File: src/rtl/mfio_consts.svh
`ifndef MFIO_CONSTS_SVH
`define MFIO_CONSTS_SVH

// port widths
`define P2_W 3
`define P5_W 5
`define PORT_W 8
`define APB_DW 32

// register byte offsets
`define OFS_P2_LATCH 8'h00
`define OFS_P2_PIN 8'h04
`define OFS_P3_LATCH 8'h08
`define OFS_P3_PIN 8'h0c
`define OFS_P4_LATCH 8'h10
`define OFS_P4_PIN 8'h14
`define OFS_P4_DRIVE 8'h18
`define OFS_P5_LATCH 8'h1c
`define OFS_P5_PIN 8'h20
`define OFS_P6_DATA 8'h24
`define OFS_P6_DIR 8'h28
`define OFS_P6_IE 8'h2c
`define OFS_KEY_SEL 8'h30
`define OFS_CTRL 8'h34

// reset values
`define RST_P2_LATCH 3'h7
`define RST_P3_LATCH 8'hff
`define RST_P4_LATCH 8'hff
`define RST_P4_DRIVE 8'h00
`define RST_P5_LATCH 5'h1f
`define RST_P6_LATCH 8'h00
`define RST_P6_DIR 8'h00
`define RST_P6_IE 8'hff
`define RST_KEY_SEL 8'h00
`define RST_DUAL 1'b0
`define RST_GLOBAL_OE 1'b1

// control register fields and special pins
`define CTRL_DUAL_BIT 0
`define CTRL_OE_BIT 1
`define P2_STOP_BIT 0
`define P2_OSC_IN_BIT 1
`define P2_OSC_OUT_BIT 2

`endif

File: src/rtl/mfio_pkg.sv
`default_nettype none
package mfio_pkg;

  // decoded register selected by the apb address
  typedef enum logic [3:0] {
    SEL_P2_LATCH = 4'b0000,
    SEL_P2_PIN = 4'b0001,
    SEL_P3_LATCH = 4'b0010,
    SEL_P3_PIN = 4'b0011,
    SEL_P4_LATCH = 4'b0100,
    SEL_P4_PIN = 4'b0101,
    SEL_P4_DRIVE = 4'b0110,
    SEL_P5_LATCH = 4'b0111,
    SEL_P5_PIN = 4'b1000,
    SEL_P6_DATA = 4'b1001,
    SEL_P6_DIR = 4'b1010,
    SEL_P6_IE = 4'b1011,
    SEL_KEY_SEL = 4'b1100,
    SEL_CTRL = 4'b1101,
    SEL_NONE = 4'b1111
  } reg_sel_t;

endpackage
`default_nettype wire

File: src/rtl/multi_function_io_ports.sv
`timescale 1ns/100ps
`default_nettype none
`include "mfio_consts.svh"

// What this block does
// port 2 is three pins, also interrupt, stop release and slow crystal
// port 2 latch resets to ones; keep one for inputs and other uses
// dual-clock mode hands two port 2 pins to the slow crystal
// stop-release pin used as output flags each falling edge
// port 2 read bits 7 to 3 carry no meaning
// ports 2 to 5 have separate latch and pin-level read addresses
// stop mode floats the stop-release pin whatever global enable says
// port 3 is eight high-current pins, latch resets to ones
// port 4 latch resets to ones, drive select resets to zero
// port 4 drive select 0 gives open drain, 1 push-pull
// port 4 input: software sets latch to one, then clears select
// port 5 is five pins, latch resets ones, bits 7 to 5 meaningless
// software keeps port 5 latch one for inputs and bus lines
// port 6 resets to direction zero, input enable ones, latch zero
// port 6 direction one drives pin from latch, zero makes input
// port 6 read: zero, pin level, or latch by direction and enable
// key wakeup: software clears direction, then sets wakeup select
// analog input: software clears direction, then input enable
// software never drives a port 6 pin used as analog input
// bit operations on mixed-direction ports copy pin levels to latch
// software avoids port writes and noisy neighbours during conversion
module multi_function_io_ports import mfio_pkg::*; #(
  parameter int ADDR_W = 8
) (
  // clock and reset
  input wire logic ref_clk,
  input wire logic arst_n,
  // apb slave
  input wire logic psel,
  input wire logic penable,
  input wire logic pwrite,
  input wire logic [ADDR_W-1:0] paddr,
  input wire logic [`APB_DW-1:0] pwdata,
  output logic pready,
  output logic pslverr,
  output logic [`APB_DW-1:0] prdata,
  // system side
  input wire logic stop_mode,
  input wire logic slow_osc_out,
  output logic slow_osc_in,
  output logic stop_release_fall,
  output logic key_wakeup,
  output logic [`PORT_W-1:0] analog_select,
  // port 2 pins
  input wire logic [`P2_W-1:0] p2_pin_in,
  output logic [`P2_W-1:0] p2_pin_out,
  output logic [`P2_W-1:0] p2_oe,
  // port 3 pins
  input wire logic [`PORT_W-1:0] p3_pin_in,
  output logic [`PORT_W-1:0] p3_pin_out,
  output logic [`PORT_W-1:0] p3_oe,
  // port 4 pins
  input wire logic [`PORT_W-1:0] p4_pin_in,
  output logic [`PORT_W-1:0] p4_pin_out,
  output logic [`PORT_W-1:0] p4_oe,
  // port 5 pins
  input wire logic [`P5_W-1:0] p5_pin_in,
  output logic [`P5_W-1:0] p5_pin_out,
  output logic [`P5_W-1:0] p5_oe,
  // port 6 pins
  input wire logic [`PORT_W-1:0] p6_pin_in,
  output logic [`PORT_W-1:0] p6_pin_out,
  output logic [`PORT_W-1:0] p6_oe
);

  logic [`P2_W-1:0] port2_out_latch, next_port2_out_latch;
  logic [`PORT_W-1:0] port3_out_latch, next_port3_out_latch;
  logic [`PORT_W-1:0] port4_out_latch, next_port4_out_latch;
  logic [`PORT_W-1:0] port4_drive_select, next_port4_drive_select;
  logic [`P5_W-1:0] port5_out_latch, next_port5_out_latch;
  logic [`PORT_W-1:0] port6_data, next_port6_data;
  logic [`PORT_W-1:0] port6_direction, next_port6_direction;
  logic [`PORT_W-1:0] port6_input_enable, next_port6_input_enable;
  logic [`PORT_W-1:0] key_wakeup_select, next_key_wakeup_select;
  logic dual_clock, next_dual_clock;
  logic global_output_enable, next_global_output_enable;
  logic [`APB_DW-1:0] next_prdata;
  logic stop_prev, next_stop_prev;
  logic next_stop_release_fall;
  logic next_key_wakeup;
  logic [`PORT_W-1:0] p6_read;
  reg_sel_t sel;
  logic wr_en;

  // address decode
  always_comb begin
    unique case (paddr)
      `OFS_P2_LATCH: sel = SEL_P2_LATCH;
      `OFS_P2_PIN: sel = SEL_P2_PIN;
      `OFS_P3_LATCH: sel = SEL_P3_LATCH;
      `OFS_P3_PIN: sel = SEL_P3_PIN;
      `OFS_P4_LATCH: sel = SEL_P4_LATCH;
      `OFS_P4_PIN: sel = SEL_P4_PIN;
      `OFS_P4_DRIVE: sel = SEL_P4_DRIVE;
      `OFS_P5_LATCH: sel = SEL_P5_LATCH;
      `OFS_P5_PIN: sel = SEL_P5_PIN;
      `OFS_P6_DATA: sel = SEL_P6_DATA;
      `OFS_P6_DIR: sel = SEL_P6_DIR;
      `OFS_P6_IE: sel = SEL_P6_IE;
      `OFS_KEY_SEL: sel = SEL_KEY_SEL;
      `OFS_CTRL: sel = SEL_CTRL;
      default: sel = SEL_NONE;
    endcase
  end

  // one wait-free access phase; read data is captured in the setup cycle
  assign pready = psel & penable;
  assign pslverr = psel & penable & (sel == SEL_NONE);
  assign wr_en = psel & penable & pwrite & (sel != SEL_NONE);

  // port 6 read value: input bits return pin or zero, outputs the latch
  assign p6_read = (port6_direction & port6_data) |
    (~port6_direction & port6_input_enable & p6_pin_in);

  // register next values, read capture and event detection
  always_comb begin
    next_port2_out_latch = port2_out_latch;
    next_port3_out_latch = port3_out_latch;
    next_port4_out_latch = port4_out_latch;
    next_port4_drive_select = port4_drive_select;
    next_port5_out_latch = port5_out_latch;
    next_port6_data = port6_data;
    next_port6_direction = port6_direction;
    next_port6_input_enable = port6_input_enable;
    next_key_wakeup_select = key_wakeup_select;
    next_dual_clock = dual_clock;
    next_global_output_enable = global_output_enable;
    next_prdata = prdata;
    if (psel && !penable) begin
      next_prdata = '0;
      unique case (sel)
        SEL_P2_LATCH: next_prdata[`P2_W-1:0] = port2_out_latch;
        SEL_P2_PIN: next_prdata[`P2_W-1:0] = p2_pin_in;
        SEL_P3_LATCH: next_prdata[`PORT_W-1:0] = port3_out_latch;
        SEL_P3_PIN: next_prdata[`PORT_W-1:0] = p3_pin_in;
        SEL_P4_LATCH: next_prdata[`PORT_W-1:0] = port4_out_latch;
        SEL_P4_PIN: next_prdata[`PORT_W-1:0] = p4_pin_in;
        SEL_P4_DRIVE: next_prdata[`PORT_W-1:0] = port4_drive_select;
        SEL_P5_LATCH: next_prdata[`P5_W-1:0] = port5_out_latch;
        SEL_P5_PIN: next_prdata[`P5_W-1:0] = p5_pin_in;
        SEL_P6_DATA: next_prdata[`PORT_W-1:0] = p6_read;
        SEL_P6_DIR: next_prdata[`PORT_W-1:0] = port6_direction;
        SEL_P6_IE: next_prdata[`PORT_W-1:0] = port6_input_enable;
        SEL_KEY_SEL: next_prdata[`PORT_W-1:0] = key_wakeup_select;
        SEL_CTRL: begin
          next_prdata[`CTRL_DUAL_BIT] = dual_clock;
          next_prdata[`CTRL_OE_BIT] = global_output_enable;
        end
        SEL_NONE: next_prdata = '0;
      endcase
    end
    if (wr_en) begin
      unique case (sel)
        SEL_P2_LATCH: next_port2_out_latch = pwdata[`P2_W-1:0];
        SEL_P3_LATCH: next_port3_out_latch = pwdata[`PORT_W-1:0];
        SEL_P4_LATCH: next_port4_out_latch = pwdata[`PORT_W-1:0];
        SEL_P4_DRIVE: next_port4_drive_select = pwdata[`PORT_W-1:0];
        SEL_P5_LATCH: next_port5_out_latch = pwdata[`P5_W-1:0];
        SEL_P6_DATA: next_port6_data = pwdata[`PORT_W-1:0];
        SEL_P6_DIR: next_port6_direction = pwdata[`PORT_W-1:0];
        SEL_P6_IE: next_port6_input_enable = pwdata[`PORT_W-1:0];
        SEL_KEY_SEL: next_key_wakeup_select = pwdata[`PORT_W-1:0];
        SEL_CTRL: begin
          next_dual_clock = pwdata[`CTRL_DUAL_BIT];
          next_global_output_enable = pwdata[`CTRL_OE_BIT];
        end
        SEL_P2_PIN, SEL_P3_PIN, SEL_P4_PIN, SEL_P5_PIN, SEL_NONE: ;
      endcase
    end
    // falling edge of the stop-release pin level, driven or not
    next_stop_prev = p2_pin_in[`P2_STOP_BIT];
    next_stop_release_fall = stop_prev & ~p2_pin_in[`P2_STOP_BIT];
    // wake while any selected input pin is pulled low
    next_key_wakeup = |(key_wakeup_select & ~port6_direction & ~p6_pin_in);
  end

  // register file and event flops
  always_ff @(posedge ref_clk or negedge arst_n) begin
    if (!arst_n) begin
      port2_out_latch <= `RST_P2_LATCH;
      port3_out_latch <= `RST_P3_LATCH;
      port4_out_latch <= `RST_P4_LATCH;
      port4_drive_select <= `RST_P4_DRIVE;
      port5_out_latch <= `RST_P5_LATCH;
      port6_data <= `RST_P6_LATCH;
      port6_direction <= `RST_P6_DIR;
      port6_input_enable <= `RST_P6_IE;
      key_wakeup_select <= `RST_KEY_SEL;
      dual_clock <= `RST_DUAL;
      global_output_enable <= `RST_GLOBAL_OE;
      prdata <= '0;
      stop_prev <= 1'b1;
      stop_release_fall <= 1'b0;
      key_wakeup <= 1'b0;
    end else begin
      port2_out_latch <= next_port2_out_latch;
      port3_out_latch <= next_port3_out_latch;
      port4_out_latch <= next_port4_out_latch;
      port4_drive_select <= next_port4_drive_select;
      port5_out_latch <= next_port5_out_latch;
      port6_data <= next_port6_data;
      port6_direction <= next_port6_direction;
      port6_input_enable <= next_port6_input_enable;
      key_wakeup_select <= next_key_wakeup_select;
      dual_clock <= next_dual_clock;
      global_output_enable <= next_global_output_enable;
      prdata <= next_prdata;
      stop_prev <= next_stop_prev;
      stop_release_fall <= next_stop_release_fall;
      key_wakeup <= next_key_wakeup;
    end
  end

  // port 2: sink-only drive except crystal output in dual mode; stop pin floats in stop mode; crystal pins
  always_comb begin
    p2_pin_out = port2_out_latch;
    p2_oe = global_output_enable ? ~port2_out_latch : '0;
    p2_oe[`P2_STOP_BIT] = ~port2_out_latch[`P2_STOP_BIT] &
      (global_output_enable | stop_mode) & ~stop_mode;
    if (dual_clock) begin
      p2_oe[`P2_OSC_IN_BIT] = 1'b0;
      p2_pin_out[`P2_OSC_OUT_BIT] = slow_osc_out;
      p2_oe[`P2_OSC_OUT_BIT] = 1'b1;
    end
  end
  assign slow_osc_in = dual_clock & p2_pin_in[`P2_OSC_IN_BIT];

  // ports 3 and 5: sink-only, latch one releases the pin
  assign p3_pin_out = port3_out_latch;
  assign p3_oe = global_output_enable ? ~port3_out_latch : '0;
  assign p5_pin_out = port5_out_latch;
  assign p5_oe = global_output_enable ? ~port5_out_latch : '0;

  // port 4: open drain or push-pull per bit
  assign p4_pin_out = port4_out_latch;
  assign p4_oe = global_output_enable ?
    (~port4_out_latch | port4_drive_select) : '0;

  // port 6: per-bit direction; analog where direction and input enable are both zero
  assign p6_pin_out = port6_data;
  assign p6_oe = global_output_enable ? port6_direction : '0;
  assign analog_select = ~port6_direction & ~port6_input_enable;
endmodule
`default_nettype wire

File: config.mk
export PLATFORM = sky130hd
export DESIGN_NAME = multi_function_io_ports
export DESIGN_NICKNAME = d
export VERILOG_FILES = /design/src/rtl/mfio_pkg.sv /design/src/rtl/multi_function_io_ports.sv
export VERILOG_INCLUDE_DIRS = /design/src /design/src/rtl
export SDC_FILE = /design/constraint.sdc
export NUM_CORES = 1
export LEC_CHECK = 0
export BUFFER_PORTS_ARGS = -buffer_cell sky130_fd_sc_hd__buf_2
export CAP_MARGIN = 20
export CORE_AREA = 2 2 108 110
export DETAILED_ROUTE_END_ITERATION = 10
export DIE_AREA = 0 0 110 112
export PLACE_DENSITY = 0.74
export SYNTH_ARGS = -nofsm -noshare
export SYNTH_HDL_FRONTEND = slang
export SYNTH_SLANG_ARGS = --single-unit
export TNS_END_PERCENT = 5
File: constraint.sdc
create_clock -name ref_clk -period 2.8 [get_ports ref_clk]
set_input_delay 0.56 -clock ref_clk [delete_from_list [all_inputs] [get_ports ref_clk]]
set_output_delay 0.56 -clock ref_clk [all_outputs]
set_load 0.005 [all_outputs]
==> results by group <==
Yosys
  – Top-count cell post-synth: mux2_1
  – Yosys reg bits: 77
  – Post-synth EDFFs: 0
  – Most area-hungry cell type in the Yosys netlist: dfrtp_1
  – Synthesis Warnings: 0
  – Yosys cell types: 54
  – Post-synth top area share: 23.26%
  – Ys async rst share: 100.0%
  – Synth top area cells: dfrtp_1, dfstp_2, mux2_1
  – Mean post-synth cell area: 10.28 µm²
  – Cell Area, Synth: 4627 µm²
  – Sequential share of the synthesized area: 42.56%
  – Commonest cells in the netlist: mux2_1, dfrtp_1, nand2_1
  – Main flop type after synthesis: dfrtp_1
  – Mapped Cells: 450

Power and ir drop
  – PwrDens: 465.5 nW/µm²
  – Power, Total: 2.671 mW
  – Sw frac: 23.69%
  – Sw Pwr: 0.6327 mW
  – VDD IR max: 272.2 µV
  – Sequential share of power: 43.1%
  – Leak: 2.858 nW
  – Internal power: 2.038 mW
  – Comb power frac: 9.4%
  – Clock power share: 47.5%

Floorplan
  – Die span in x: 110 µm
  – Boundary Pins: 188
  – Die area: 12320 µm²
  – Die height: 112 µm
  – Initial core utilization: 41.41%
  – Core ar.: 11170 µm²
  – Row count: 39

Critical path
  – CP Launch Type: input pin
  – Worst r2r src: port6_direction[2]
  – CP startpoint: paddr[5]
  – R2R Setup Slk: 1.13 ns
  – Worst Setup End Kind: primary output
  – Worst Path Arrival: 1.74 ns
  – CP required: 2.24 ns
  – Crit path max fanout: 29
  – Worst Setup EP: pslverr
  – R2R cell count: 4
  – Critical path class: in -> out
  – R2r endpoint: prdata[2]

STA
  – Max-slew headroom: 55.82%
  – Final Skew: 0.006046 ns
  – Final min period: 2.298 ns
  – Fin Hold WS: 0.2492 ns
  – FMAX: 435.2 MHz
  – RSZ-0062 raised after global routing: false
  – Setup TNS: 0 ns
  – Period utilization: 82.06%
  – Final Hold Viols: 0
  – Final setup vio count: 0
  – Worst Tran Pin Value: 0.6626 ns
  – Slew Limit Fails: 0

Layout
  – Register Area: 1969 µm²
  – Area of the multi-input gates: 2409 µm²
  – Area Overhead vs Synth: 23.99%
  – Fill cells: 1054
  – Fin cells: 735
  – Nets: 666
  – Share of cells above drive strength 1: 36.99%
  – Final Util: 51.34%
  – Antenna Cells: 0

CTS
  – Clock buffer count from CTS: 9
  – Clock latency on the worst-skew pair: 0.34 ns
  – Clock sinks: 77
  – Post-CTS setup buffer count: 0
  – CTS tree: built
  – Post-CTS sizing: 0
  – Clk slew on worst S/H paths: 0.06 ns
  – Clock Root Buffer: clkbuf_16
  – Clock tree buffer depth: 2
  – H-tree levels: 3
  – Hold buffer count at CTS: 0

Place
  – IO Port Bufs: 139
  – Placed Cells: 719
  – Routability cong.: 0.9345
  – Post-detail-place hpwl: 10880 µm

Min path
  – Hold crit path type: in -> async

Routing
  – Drt first pass iters: 4
  – Initial DRC Count: 276
  – DR vias: 4100
  – Vias per cell: 5.578
  – Post-DRT Antenna Nets: 0
  – DR WL/cell: 19.66 µm
  – Final Routed Wirelength: 14450 µm
  – DRC viols: 0

GRT
  – First-pass GRT wire length: 21830 µm
  – Vias in the first global route: 3929
  – Grt total ovfl: 0
  – Initial antenna violation count: 0
  – All-Layer GR Usage: 23.75%
  – Pin count of the biggest net entering global routing: 51

Run status
  – Status: complete, no violations

Run
  – Max-cap viol count: 0
## routing by layer
metal / global-route usage, % / share of wire, % / wire length [µm] / up-vias
met4: 8.692 / 2.8 / 403 / 0
li1: - / - / - / 1868
met3: 4.567 / 7.1 / 1026 / 41
met1: 33.05 / 44 / 6294 / 1974
met5: 0 / 0 / 0 / -
met2: 36.61 / 47 / 6723 / 217
## cells in the final DEF (no fill, tap or decap), drive strengths merged, types with 3 or more instances in the layout
master / netlist / final
mux4: 3 / 3
or3: 7 / 7
a31oi: 9 / 9
o2bb2ai: 3 / 3
and3b: 3 / 3
buf: 36 / 153
nand2b: 4 / 4
inv: 11 / 12
dfrtp: 43 / 43
o211ai: 3 / 3
a32oi: 7 / 7
o21ai: 12 / 12
conb: 1 / 24
dfstp: 34 / 34
nor2: 22 / 22
a21boi: 9 / 9
mux2: 69 / 69
nor3: 8 / 8
nor4b: 3 / 3
mux2i: 6 / 6
nand3: 11 / 11
a22oi: 7 / 7
nand3b: 5 / 5
nand2: 35 / 35
clkbuf: 14 / 11
nor3b: 5 / 5
a21oi: 13 / 13
and3: 5 / 5
a22o: 5 / 5
and2: 12 / 12
nor2b: 22 / 22
## flip-flops by register name, indices dropped and copies added, names as in the netlist, 8 cells and up
register,flops
key_wakeup_select,8
prdata,8
p3_pin_out,8
port4_drive_select,8
port6_direction,8
p4_pin_out,8
p6_pin_out,8
port6_input_enable,8
## kinds of logic after synthesis
logic type	Yosys count	share of synthesized area, %
and+or+nand+nor	149	17.79
AOI/OAI and AO/OA	84	12.76
muxes	78	19.55
other	1	0.08105
buffers and inverters	61	7.247
DFF	77	42.56
## power groups by stage
stage | logic [mW] | registers, mW | clock network, mW
5_1_grt | 0.278 | 1.15 | 1.33
2_1_floorplan | 0.136 | 1.16 | 0
4_1_cts | 0.251 | 1.15 | 1.28
3_3_place_gp | 0.248 | 1.17 | 0
3_5_place_dp | 0.250 | 1.17 | 0
6_report | 0.252 | 1.15 | 1.27
## worst min path at each step
stage	from	to	slack, ns
2_1_floorplan	arst_n	dual_clock	0.26
3_3_place_gp	p6_pin_out[1]	p6_pin_out[1]	0.49
3_5_place_dp	stop_prev	stop_release_fall	0.50
4_1_cts	arst_n	prdata[6]	0.26
5_1_grt	arst_n	prdata[6]	0.29
6_report	arst_n	prdata[6]	0.25
## cell type report
| type | count | share of cell area, % |
|---|---|---|
| Clock buffer | 11 | 4.231 |
| Clock inverter | 5 | 1.439 |
| Inverter | 11 | 0.7197 |
| Multi-Input combinational cell | 335 | 41.98 |
| Sequential cell | 77 | 34.33 |
| Tap cell | 143 | 3.119 |
| Timing Repair Buffer | 153 | 14.18 |
## worst max-delay path: stages
cell and delay, ns:
buf_2 0.49, nand3_1 0.18, a21boi_0 0.32, buf_2 0.18
## per-stage QoR
stage          worst slack (ns)  instance area [µm²]
2_1_floorplan            0.6899                 4713
3_3_place_gp             0.2866                 5411
3_5_place_dp             0.2679                 5411
4_1_cts                  0.5245                 5737
5_1_grt                  0.4257                 5737
6_report                 0.5024                 5737
(Power assumes the default switching activity.)
